## src/core/sbc_pkg.sv

```systemverilog
package sbc_pkg;

  // Divisor width, generator limit and prescaler constants.
  localparam int DIV_W          = 16;
  localparam int DIV_MIN        = 2;
  localparam int PRESCALE_W     = 4;
  localparam logic [3:0] PRESCALE_LAST = 4'hF;

  // Register byte offsets on the Avalon-MM slave.
  localparam logic [4:0] OFS_DIV_LOW   = 5'h00;
  localparam logic [4:0] OFS_DIV_HIGH  = 5'h04;
  localparam logic [4:0] OFS_CLK_CFG   = 5'h08;
  localparam logic [4:0] OFS_SYNC_IN   = 5'h0C;
  localparam logic [4:0] OFS_CHAR_CTL  = 5'h10;
  localparam logic [4:0] OFS_STATUS    = 5'h14;

  // Clock configuration fields.
  localparam int CFG_PRESCALE_BIT = 0;
  localparam int CFG_FUNC_A_BIT   = 1;
  localparam int CFG_FUNC_B_BIT   = 2;
  localparam int CFG_EXT_RX_BIT   = 3;
  // Synchronous input control fields.
  localparam int SIC_SYNC_EN_BIT  = 0;
  localparam int SIC_CAR_POL_BIT  = 1;
  // Character control fields.
  localparam int CHC_ADDR_EN_BIT  = 0;
  localparam int CHC_ADDR_KIND_BIT = 1;
  // Status fields.
  localparam int STS_RUN_BIT      = 0;
  localparam int STS_GEN_BIT      = 1;
  localparam int STS_AMODE_LSB    = 2;
  localparam int STS_EXPAND_BIT   = 4;
  localparam int STS_CARRIER_BIT  = 5;
  localparam int STS_SYNC_BIT     = 6;

  // Reset values.
  localparam logic [7:0] DIV_BYTE_RST  = 8'h00;
  localparam logic [3:0] CLK_CFG_RST   = 4'h0;
  localparam logic [1:0] SYNC_IN_RST   = 2'h0;
  localparam logic [1:0] CHAR_CTL_RST  = 2'h0;

  // Synchroniser lanes.
  localparam int LN_TX_CLK = 0;
  localparam int LN_RX_CLK = 1;
  localparam int LN_CAR   = 2;
  localparam int LN_DATA  = 3;

  typedef enum logic [1:0] {
    ADDR_NINTH_BIT, ADDR_CHAR_MATCH, ADDR_MATCH_NINTH, ADDR_MATCH_AFTER_BREAK
  } sbc_addr_mode_type;

  typedef enum logic [1:0] {ST_HELD, ST_ARM, ST_RUN} sbc_unit_state_type;

endpackage : sbc_pkg

```

## src/core/sbc_gen_if.sv

```systemverilog
`timescale 1ns/1ps
interface sbc_gen_if #(parameter int DIV_W = 16);
  logic [DIV_W-1:0] divisor;
  logic             load;
  logic             run;
  logic             tick;
  logic             level;

  modport ctrl (output divisor, output load, output run,
                input tick, input level);
  modport gen  (input divisor, input load, input run,
                output tick, output level);
endinterface : sbc_gen_if

```

## src/core/sbc_baud_gen.sv

```systemverilog
`timescale 1ns/1ps
module sbc_baud_gen
  import sbc_pkg::*;
#(
  parameter int GEN_W = 16
) (
  // Clock, reset and clock enable.
  input wire logic clk,
  input wire logic nrst,
  input wire logic ce,
  // Control side.
  sbc_gen_if.gen   gif
);

  if (GEN_W < 2 || GEN_W > 32) begin : g_bad_width
    $error("sbc_baud_gen: GEN_W must lie between 2 and 32");
  end

  localparam logic [GEN_W-1:0] ONE = {{(GEN_W-1){1'b0}}, 1'b1};

  logic [GEN_W-1:0] cnt;
  logic [GEN_W-1:0] next_cnt;
  logic [GEN_W-1:0] half;
  logic             active;
  logic             phase_p;
  logic             phase_n;

  assign half   = gif.divisor >> 1;
  assign active = gif.run && (gif.divisor >= GEN_W'(DIV_MIN));

  always_comb begin
    if (!active) begin
      next_cnt = '0;
    end else if (gif.load || cnt == '0) begin
      next_cnt = gif.divisor - ONE;
    end else begin
      next_cnt = cnt - ONE;
    end
  end

  always_ff @(posedge clk or negedge nrst) begin
    if (!nrst) begin
      cnt <= '0;
    end else if (ce) begin
      cnt <= next_cnt;
    end
  end

  // High for the first half of the period counted on rising edges.
  always_ff @(posedge clk or negedge nrst) begin
    if (!nrst) begin
      phase_p <= 1'b0;
    end else if (ce) begin
      phase_p <= active && (next_cnt >= gif.divisor - half);
    end
  end

  // An odd divisor needs the extra half cycle, taken from the falling edge.
  always_ff @(negedge clk or negedge nrst) begin
    if (!nrst) begin
      phase_n <= 1'b0;
    end else if (ce) begin
      phase_n <= phase_p;
    end
  end

  assign gif.level = phase_p | (gif.divisor[0] & phase_n);
  assign gif.tick  = active && !gif.load && cnt == '0;

  // Helper counters read only by the checks below.
  logic [GEN_W-1:0] since;
  logic [GEN_W-1:0] hi_cnt;
  always_ff @(posedge clk or negedge nrst) begin
    if (!nrst) begin
      since  <= '0;
      hi_cnt <= '0;
    end else if (ce) begin
      since  <= (gif.load || gif.tick) ? ONE : since + ONE;
      hi_cnt <= (gif.load || gif.tick) ? '0 : hi_cnt + GEN_W'(phase_p);
    end
  end

  chk_div_stop: assert property (@(posedge clk) disable iff (!nrst)
    (gif.divisor < GEN_W'(DIV_MIN) && !gif.load) |-> (!gif.tick && !phase_p))
    else $error("generator ran with divisor below two");
  chk_gen_period: assert property (@(posedge clk) disable iff (!nrst)
    gif.tick |-> (since == gif.divisor))
    else $error("generator period differs from divisor");
  chk_gen_duty: assert property (@(posedge clk) disable iff (!nrst)
    gif.tick |-> (hi_cnt == half))
    else $error("generator high phase is not half the period");
  chk_load_now: assert property (@(posedge clk) disable iff (!nrst)
    (ce && active && gif.load) |=> (cnt == gif.divisor - ONE))
    else $error("divisor not loaded on start");

endmodule : sbc_baud_gen

```

## src/core/sbc_top.sv

```systemverilog
// The address map and the Avalon-MM interface to the registers are this design's own decisions.
`timescale 1ns/1ps
module sbc_top
  import sbc_pkg::*;
(
  // Clock, reset and clock enable.
  input  wire logic        clk,
  input  wire logic        nrst,
  input  wire logic        ce,
  // Avalon-MM register slave.
  input  wire logic [4:0]  avs_address,
  input  wire logic        avs_read,
  input  wire logic        avs_write,
  input  wire logic [31:0] avs_writedata,
  input  wire logic [3:0]  avs_byteenable,
  output logic      [31:0] avs_readdata,
  output logic             avs_waitrequest,
  // Serial pins.
  input  wire logic        ext_transmit_clock_pin_in,
  output logic             ext_transmit_clock_pin_out,
  output logic             ext_transmit_clock_pin_oe,
  input  wire logic        ext_receive_clock_pin,
  input  wire logic        carrier_gate_input,
  input  wire logic        serial_in_pin,
  // Frame shifter side.
  input  wire logic        tx_data_clock,
  output logic             unit_held_reset,
  output logic             tx_shift_tick,
  output logic             rx_shift_tick,
  output logic             rx_data_sync,
  output logic             serial_expansion,
  output logic             sync_mode,
  output sbc_addr_mode_type address_mode
);

  function automatic logic [4:0] word_addr(input logic [4:0] a);
    return {a[4:2], 2'b00};
  endfunction : word_addr

  function automatic sbc_addr_mode_type addr_mode(input logic en,
                                                  input logic kind,
                                                  input logic sync);
    if (sync) begin
      return ADDR_CHAR_MATCH;
    end else if (!en) begin
      return kind ? ADDR_CHAR_MATCH : ADDR_NINTH_BIT;
    end else begin
      return kind ? ADDR_MATCH_AFTER_BREAK : ADDR_MATCH_NINTH;
    end
  endfunction : addr_mode

  // Registers.
  logic [7:0]         div_low;
  logic [7:0]         div_high;
  logic [3:0]         clock_config_register;
  logic [1:0]         sync_input_control_register;
  logic [1:0]         character_control_register;
  sbc_unit_state_type state;
  sbc_unit_state_type next_state;

  // Bus handshake: one wait state, then the access completes.
  logic acked;
  logic req;
  logic acc_wr;
  logic acc_div;
  logic acc_low;
  assign req             = avs_read || avs_write;
  assign avs_waitrequest = req && !acked;
  assign acc_wr  = avs_write && acked && avs_byteenable[0];
  assign acc_div = acc_wr && (word_addr(avs_address) == OFS_DIV_LOW ||
                              word_addr(avs_address) == OFS_DIV_HIGH);
  assign acc_low = acc_wr && word_addr(avs_address) == OFS_DIV_LOW;

  always_ff @(posedge clk or negedge nrst) begin
    if (!nrst) begin
      acked <= 1'b0;
    end else if (ce) begin
      acked <= req && !acked;
    end
  end

  always_ff @(posedge clk or negedge nrst) begin
    if (!nrst) begin
      div_low                     <= DIV_BYTE_RST;
      div_high                    <= DIV_BYTE_RST;
      clock_config_register       <= CLK_CFG_RST;
      sync_input_control_register <= SYNC_IN_RST;
      character_control_register  <= CHAR_CTL_RST;
    end else if (ce && acc_wr) begin
      case (word_addr(avs_address))
        OFS_DIV_LOW:  div_low  <= avs_writedata[7:0];
        OFS_DIV_HIGH: div_high <= avs_writedata[7:0];
        OFS_CLK_CFG:  clock_config_register <= avs_writedata[3:0];
        OFS_SYNC_IN:  sync_input_control_register <= avs_writedata[1:0];
        OFS_CHAR_CTL: character_control_register <= avs_writedata[1:0];
        default: ;
      endcase
    end
  end

  // Unit state: any divisor write holds the unit; the low byte arms it.
  always_comb begin
    next_state = state;
    case (state)
      ST_HELD: next_state = ST_HELD;
      ST_ARM:  next_state = ST_RUN;
      ST_RUN:  next_state = ST_RUN;
      default: next_state = ST_HELD;
    endcase
    if (acc_div) begin
      next_state = acc_low ? ST_ARM : ST_HELD;
    end
  end

  always_ff @(posedge clk or negedge nrst) begin
    if (!nrst) begin
      state <= ST_HELD;
    end else if (ce) begin
      state <= next_state;
    end
  end

  assign unit_held_reset = state != ST_RUN;

  // Baud rate generator.
  sbc_gen_if #(.DIV_W(DIV_W)) gen_bus ();
  assign gen_bus.divisor = {div_high, div_low};
  assign gen_bus.load    = state == ST_ARM;
  assign gen_bus.run     = state != ST_HELD;

  sbc_baud_gen #(.GEN_W(DIV_W)) u_gen (
    .clk  (clk),
    .nrst (nrst),
    .ce   (ce),
    .gif  (gen_bus.gen)
  );

  // Two-stage synchronisers for every pin input, plus an edge stage.
  logic [3:0] sync1;
  logic [3:0] sync2;
  logic [3:0] sync3;
  always_ff @(posedge clk or negedge nrst) begin
    if (!nrst) begin
      sync1 <= 4'h0;
      sync2 <= 4'h0;
      sync3 <= 4'h0;
    end else if (ce) begin
      sync1 <= {serial_in_pin, carrier_gate_input, ext_receive_clock_pin,
                ext_transmit_clock_pin_in};
      sync2 <= sync1;
      sync3 <= sync2;
    end
  end

  logic func_a;
  logic func_b;
  logic prescale;
  logic ext_rx_en;
  logic carrier_active;
  logic tx_ext;
  logic [1:0] src_tick;
  logic [1:0] shift_tick;

  assign sync_mode  = sync_input_control_register[SIC_SYNC_EN_BIT];
  assign func_a     = clock_config_register[CFG_FUNC_A_BIT];
  assign func_b     = clock_config_register[CFG_FUNC_B_BIT];
  assign prescale   = clock_config_register[CFG_PRESCALE_BIT];
  assign ext_rx_en  = clock_config_register[CFG_EXT_RX_BIT];
  assign rx_data_sync = sync2[LN_DATA];
  assign serial_expansion = !sync_mode && func_a && func_b;
  assign address_mode = addr_mode(
    character_control_register[CHC_ADDR_EN_BIT],
    character_control_register[CHC_ADDR_KIND_BIT], sync_mode);

  assign carrier_active = !(sync2[LN_CAR] ^
                            sync_input_control_register[SIC_CAR_POL_BIT]);
  assign tx_ext = func_a && !func_b && !sync_mode;

  // The carrier only matters in synchronous mode, where it gates the external receive clock.
  assign src_tick[0] = tx_ext ? (sync2[LN_TX_CLK] && !sync3[LN_TX_CLK])
                              : gen_bus.tick;
  assign src_tick[1] = ext_rx_en ?
    (sync2[LN_RX_CLK] && !sync3[LN_RX_CLK] &&
     (!sync_mode || carrier_active)) : gen_bus.tick;

  // Per-channel x16 prescaler; channel 0 transmit, channel 1 receive.
  for (genvar ch = 0; ch < 2; ch++) begin : g_presc
    logic [PRESCALE_W-1:0] pcnt;
    always_ff @(posedge clk or negedge nrst) begin
      if (!nrst) begin
        pcnt <= '0;
      end else if (ce) begin
        if (unit_held_reset) begin
          pcnt <= '0;
        end else if (src_tick[ch]) begin
          pcnt <= pcnt + 1'b1;
        end
      end
    end
    assign shift_tick[ch] = !unit_held_reset && src_tick[ch] &&
                            (prescale || pcnt == PRESCALE_LAST);
  end

  assign tx_shift_tick = shift_tick[0];
  assign rx_shift_tick = shift_tick[1];

  // Transmit clock pin drive; the data clock idles high while the unit is held.
  logic pin_oe;
  logic pin_gen_sel;
  logic pin_clk;
  always_ff @(posedge clk or negedge nrst) begin
    if (!nrst) begin
      pin_oe      <= 1'b0;
      pin_gen_sel <= 1'b0;
      pin_clk     <= 1'b1;
    end else if (ce) begin
      pin_oe      <= sync_mode ? (func_a || func_b) : func_b;
      pin_gen_sel <= !sync_mode && func_b && !func_a;
      pin_clk     <= unit_held_reset ? 1'b1 : tx_data_clock;
    end
  end

  // The generator level is an OR of flops so its odd half cycle survives.
  assign ext_transmit_clock_pin_oe  = pin_oe;
  assign ext_transmit_clock_pin_out = pin_gen_sel ? gen_bus.level : pin_clk;

  // Register read path.
  always_ff @(posedge clk or negedge nrst) begin
    if (!nrst) begin
      avs_readdata <= 32'h0000_0000;
    end else if (ce && avs_read && !acked) begin
      avs_readdata <= 32'h0000_0000;
      case (word_addr(avs_address))
        OFS_DIV_LOW:  avs_readdata[7:0] <= div_low;
        OFS_DIV_HIGH: avs_readdata[7:0] <= div_high;
        OFS_CLK_CFG:  avs_readdata[3:0] <= clock_config_register;
        OFS_SYNC_IN:  avs_readdata[1:0] <= sync_input_control_register;
        OFS_CHAR_CTL: avs_readdata[1:0] <= character_control_register;
        OFS_STATUS: begin
          avs_readdata[STS_RUN_BIT]     <= state == ST_RUN;
          avs_readdata[STS_GEN_BIT]     <= gen_bus.level;
          avs_readdata[STS_AMODE_LSB+:2] <= address_mode;
          avs_readdata[STS_EXPAND_BIT]  <= serial_expansion;
          avs_readdata[STS_CARRIER_BIT] <= carrier_active;
          avs_readdata[STS_SYNC_BIT]    <= sync_mode;
        end
        default: ;
      endcase
    end
  end

  chk_write_resets: assert property (@(posedge clk) disable iff (!nrst)
    (ce && acc_div) |=> (unit_held_reset && !tx_shift_tick && !rx_shift_tick))
    else $error("divisor write did not hold the unit");
  chk_low_enables: assert property (@(posedge clk) disable iff (!nrst)
    (ce && acc_low) ##1 ce |=> !unit_held_reset)
    else $error("low byte write did not restart the unit");
  chk_prescale_div: assert property (@(posedge clk) disable iff (!nrst)
    (tx_shift_tick && !prescale) |-> (g_presc[0].pcnt == PRESCALE_LAST))
    else $error("transmit shift tick not every sixteenth");
  chk_carrier_gate: assert property (@(posedge clk) disable iff (!nrst)
    (sync_mode && ext_rx_en && !carrier_active) |-> !src_tick[1])
    else $error("receive clock passed without carrier");
  chk_sync_addr: assert property (@(posedge clk) disable iff (!nrst)
    sync_mode |-> (address_mode == ADDR_CHAR_MATCH))
    else $error("address mode other than match in sync mode");
  chk_held_quiet: assert property (@(posedge clk) disable iff (!nrst)
    (state == ST_HELD) |-> (!tx_shift_tick && !rx_shift_tick &&
                            !gen_bus.tick))
    else $error("clocks active while unit held");
  chk_pin_disable: assert property (@(posedge clk) disable iff (!nrst)
    (ce && sync_mode && !func_a && !func_b) |=> !ext_transmit_clock_pin_oe)
    else $error("clock output driven with sync bits 00");

  cov_low_write:  cover property (@(posedge clk) disable iff (!nrst)
    (ce && acc_low) ##2 tx_shift_tick);
  cov_div16_tick: cover property (@(posedge clk) disable iff (!nrst)
    tx_shift_tick && !prescale);
  cov_rx_gated:   cover property (@(posedge clk) disable iff (!nrst)
    sync_mode && ext_rx_en && rx_shift_tick);

endmodule : sbc_top

```

## config.mk

```make
export PLATFORM = sky130hd
export DESIGN_NAME = sbc_top
export DESIGN_NICKNAME = d
export VERILOG_FILES = /design/src/core/sbc_pkg.sv /design/src/core/sbc_gen_if.sv /design/src/core/sbc_baud_gen.sv /design/src/core/sbc_top.sv
export SDC_FILE = /design/constraint.sdc
export NUM_CORES = 1
export LEC_CHECK = 0
export ABC_AREA = 1
export BUFFER_PORTS_ARGS = -buffer_cell sky130_fd_sc_hd__buf_4
export CAP_MARGIN = 0
export CELL_PAD_IN_SITES_DETAIL_PLACEMENT = 0
export CELL_PAD_IN_SITES_GLOBAL_PLACEMENT = 1
export CORE_ASPECT_RATIO = 1.4
export CORE_MARGIN = 2
export CORE_UTILIZATION = 39
export CTS_BUF_LIST = sky130_fd_sc_hd__clkbuf_4 sky130_fd_sc_hd__clkbuf_8
export DETAILED_ROUTE_END_ITERATION = 7
export GPL_ROUTABILITY_DRIVEN = 0
export PLACE_DENSITY = 0.87
export SLEW_MARGIN = 25
export SYNTH_ARGS = -nofsm -noshare
export SYNTH_HDL_FRONTEND = slang
export SYNTH_SLANG_ARGS = --single-unit
```

## constraint.sdc

```tcl
create_clock -name clk -period 3.6 [get_ports clk]
set_input_delay 0.18 -clock clk [delete_from_list [all_inputs] [get_ports clk]]
set_output_delay 0.18 -clock clk [all_outputs]
set_load 0.02 [all_outputs]
```

==> results.md <==
- Worst hold start: serial_in_pin
- Synth area leader: dfrtp_1
- Post-synthesis cell count: 795
- Initial antenna violation count: 0
- Largest net degree at the start of global routing: 74
- Top-count cell post-synth: nand2_1
- Top cell type's share of synthesized area: ~31%
- Final setup vio count: 0
- Compound-gate portion of the synthesized area: ~13%
- Synth Area in XOR/XNOR: between 2 and 2.5%
- Max clock buf depth: 2
- Post-synthesis mux area share: 0%
- Global-route wire length before repair: 25900 um
- Inst Count DP: 1023
- Fillers: about 1500
- Sequential cell area: between 1500 and 2000 um2
- Area growth from synthesis to layout: 13.8%
- Post-Syn Area: 5770 um2
- Die Footprint: approximately 16000 um2
- WP data arrival: between 3 and 4 ns
- TritonCTS clock tree: built
- Die W: ~110 um
- CTS sink cnt: 74
- Vias in the first global route: roughly 5200
- Async S/R FF share, synth: 100%
- Num ports: 94
- Max-Cap Viols: 0
- DR WL met3: 577 um
- DRC viols: 0
- Vias per Instance: between 5 and 6
- Status: finished clean
- H-tree levels: 3
- Post-synthesis register bit count: 74
- Final ANT Viol Nets: 0
- Main combinational cell family by area after synthesis: simple AND/OR/NAND/NOR gates
- Port bufs: 40
- Slew Limit Headroom: between 40 and 50%
- Ys Warns: 0
- Inserted Diodes: 0
- Ratio of cells with drive above 1 in the final layout: approximately 15%
- Worst-Skew Late Latency: about 0.38 ns
- Clk root buf: clkbuf_8
- Met2 WL: around 8600 um
- Commonest cells in the netlist: 219 x nand2_1, 89 x inv_1, 72 x dfrtp_1
- Syn_area_per_cell: roughly 7.3 um2
- CP required: ~3.4 ns
- CP startpoint kind: register
- Final Util: a little under half
- Main flop type after synthesis: dfrtp_1
- Worst slew pin tran: ~0.77 ns
- FF-to-FF Start: u_gen.cnt[7]
- Rows: between 50 and 60
- Post-synth cell types: slightly above 50
- Max Used Layer: met4
- Top cells by area, synth: dfrtp_1 31%, nand2_1 14%, ha_1 11%
- Slew Limit Fails: 0
- Post-DR wirelength/cell: roughly 15 um
- Reg2reg setup slack: about 0.23 ns
- Die height: 148 um
- DR pass1 iterations: 5
- Endpoint class of the critical path: output pin
- Layout Cells excl Fill: approximately 1000
- Max Freq: around 300 MHz
- Synth Area in Adders: roughly 11%
- Setup CP Type: reg2out
- DRT iter0 DRCs: 292
- GRT Total Usage: between 20% and 30%
- Minimum clock period: between 3 and 4 ns
- Tcrit/Tclk final: around 94%
- EDFF count, synth: 0
- Simple-gate area share of the yosys netlist: between 30% and 40%
- CTS Buf Count: 9
- Multi-input logic area: 3400 um2
- Final hold slack: 0.00915 ns
- Final WL: roughly 16000 um
- Sequential share of the synthesized area: 32.1%
- Crit-path max FO: 2
- Gr ovfl total: 0
- Layout Skew: approximately 0.021 ns
- Origin of the worst setup path: u_gen.phase_n
- Routed met1 length: around 6300 um
- Clock-pin slew of the registers on the worst-case setup and hold paths: about 0.09 ns
- Final hold violations: 0
- DR vias: 5334
- DP Wirelength: about 13000 um
- Starting Density: 39.9%
- Worst min path class: in2reg
- Layout Nets: roughly 950
- Core ar.: between 10000 and 15000 um2
logic make-up after synthesis:
kind of cell	after synthesis
AND/OR/NAND/NOR	389
adder cells (fa/ha/maj)	50
XOR/XNOR	15
flip-flops	74
other	1
AO/OA/AOI/OAI	131
buffers and inverters	135
final timing paths:
path / endpoint / depth (start not counted)
min in group asynchronous: u_gen.cnt[10] / 3
hold / removal: sync1[3] / 3
setup reg to reg: u_gen.phase_p / 21
hold reg to reg: u_gen.phase_n / 2
setup / recovery: ext_transmit_clock_pin_out / 3
max in group asynchronous: u_gen.phase_n / 2
critical path, stage by stage, from the launching register on:
cell and delay (ns):
dfrtn_1 0.36, a21oi_1 0.33, o21ai_0 0.17, buf_4 0.18
cell usage in the layout (no fill, tap or decap), types with 14 or more instances in the layout:
cell     instances
a21oi_1         33
buf_4           60
conb_1          24
dfrtp_1         70
ha_1            48
inv_1           89
nand2_1        219
nand3_1         53
nor2_1          47
o21ai_0         65
xor2_1          14
repair_timing:
item                       in CTS  in global routing
setup endpoints to repair       0                  1
hold endpoints to repair        3                 16
resized for setup               0                 16
setup buffers                   0                  3
hold buffers                    3                  1
sequential cells by signal, indices dropped and copies added, names as in the netlist, 4 cells and up:
| register | flops |
|---|---|
| avs_readdata | 8 |
| div_high | 8 |
| u_gen.cnt | 16 |
| g_presc.pcnt | 8 |
| clock_config_register | 4 |
| sync1 | 4 |
| div_low | 8 |
| sync2 | 4 |
cell type report:
class	count	area share [%]
clock buffers	10	2.00
flip-flops and latches	74	28.3
repair buffers	66	7.95
multi-input cells	610	51.8
clock inverters	6	1.11
well taps	189	3.60
inverters	92	5.30
stage by stage:
| stage | setup WS (ns) | area (um2) | setup TNS (ns) |
|---|---|---|---|
| 2_1_floorplan | 0.678 | 5860 | 0 |
| 3_3_place_gp | 0.119 | 6240 | 0 |
| 3_5_place_dp | 0.0815 | 6240 | 0 |
| 4_1_cts | 0.0554 | 6480 | 0 |
| 5_1_grt | -0.0222 | 6560 | -0.0222 |
| 6_report | 0.225 | 6560 | 0 |
routing by layer:
| layer | track usage (%) | vias up |
|---|---|---|
| met1 | 23.6 | 2468 |
| met5 | 0 | - |
| met4 | 9.87 | 0 |
| li1 | - | 2670 |
| met2 | 39.2 | 147 |
| met3 | 3.22 | 49 |
Power is left out: the tool's default activity adds up to more than one toggle a clock period on the data nets, which glitch-free logic cannot reach.
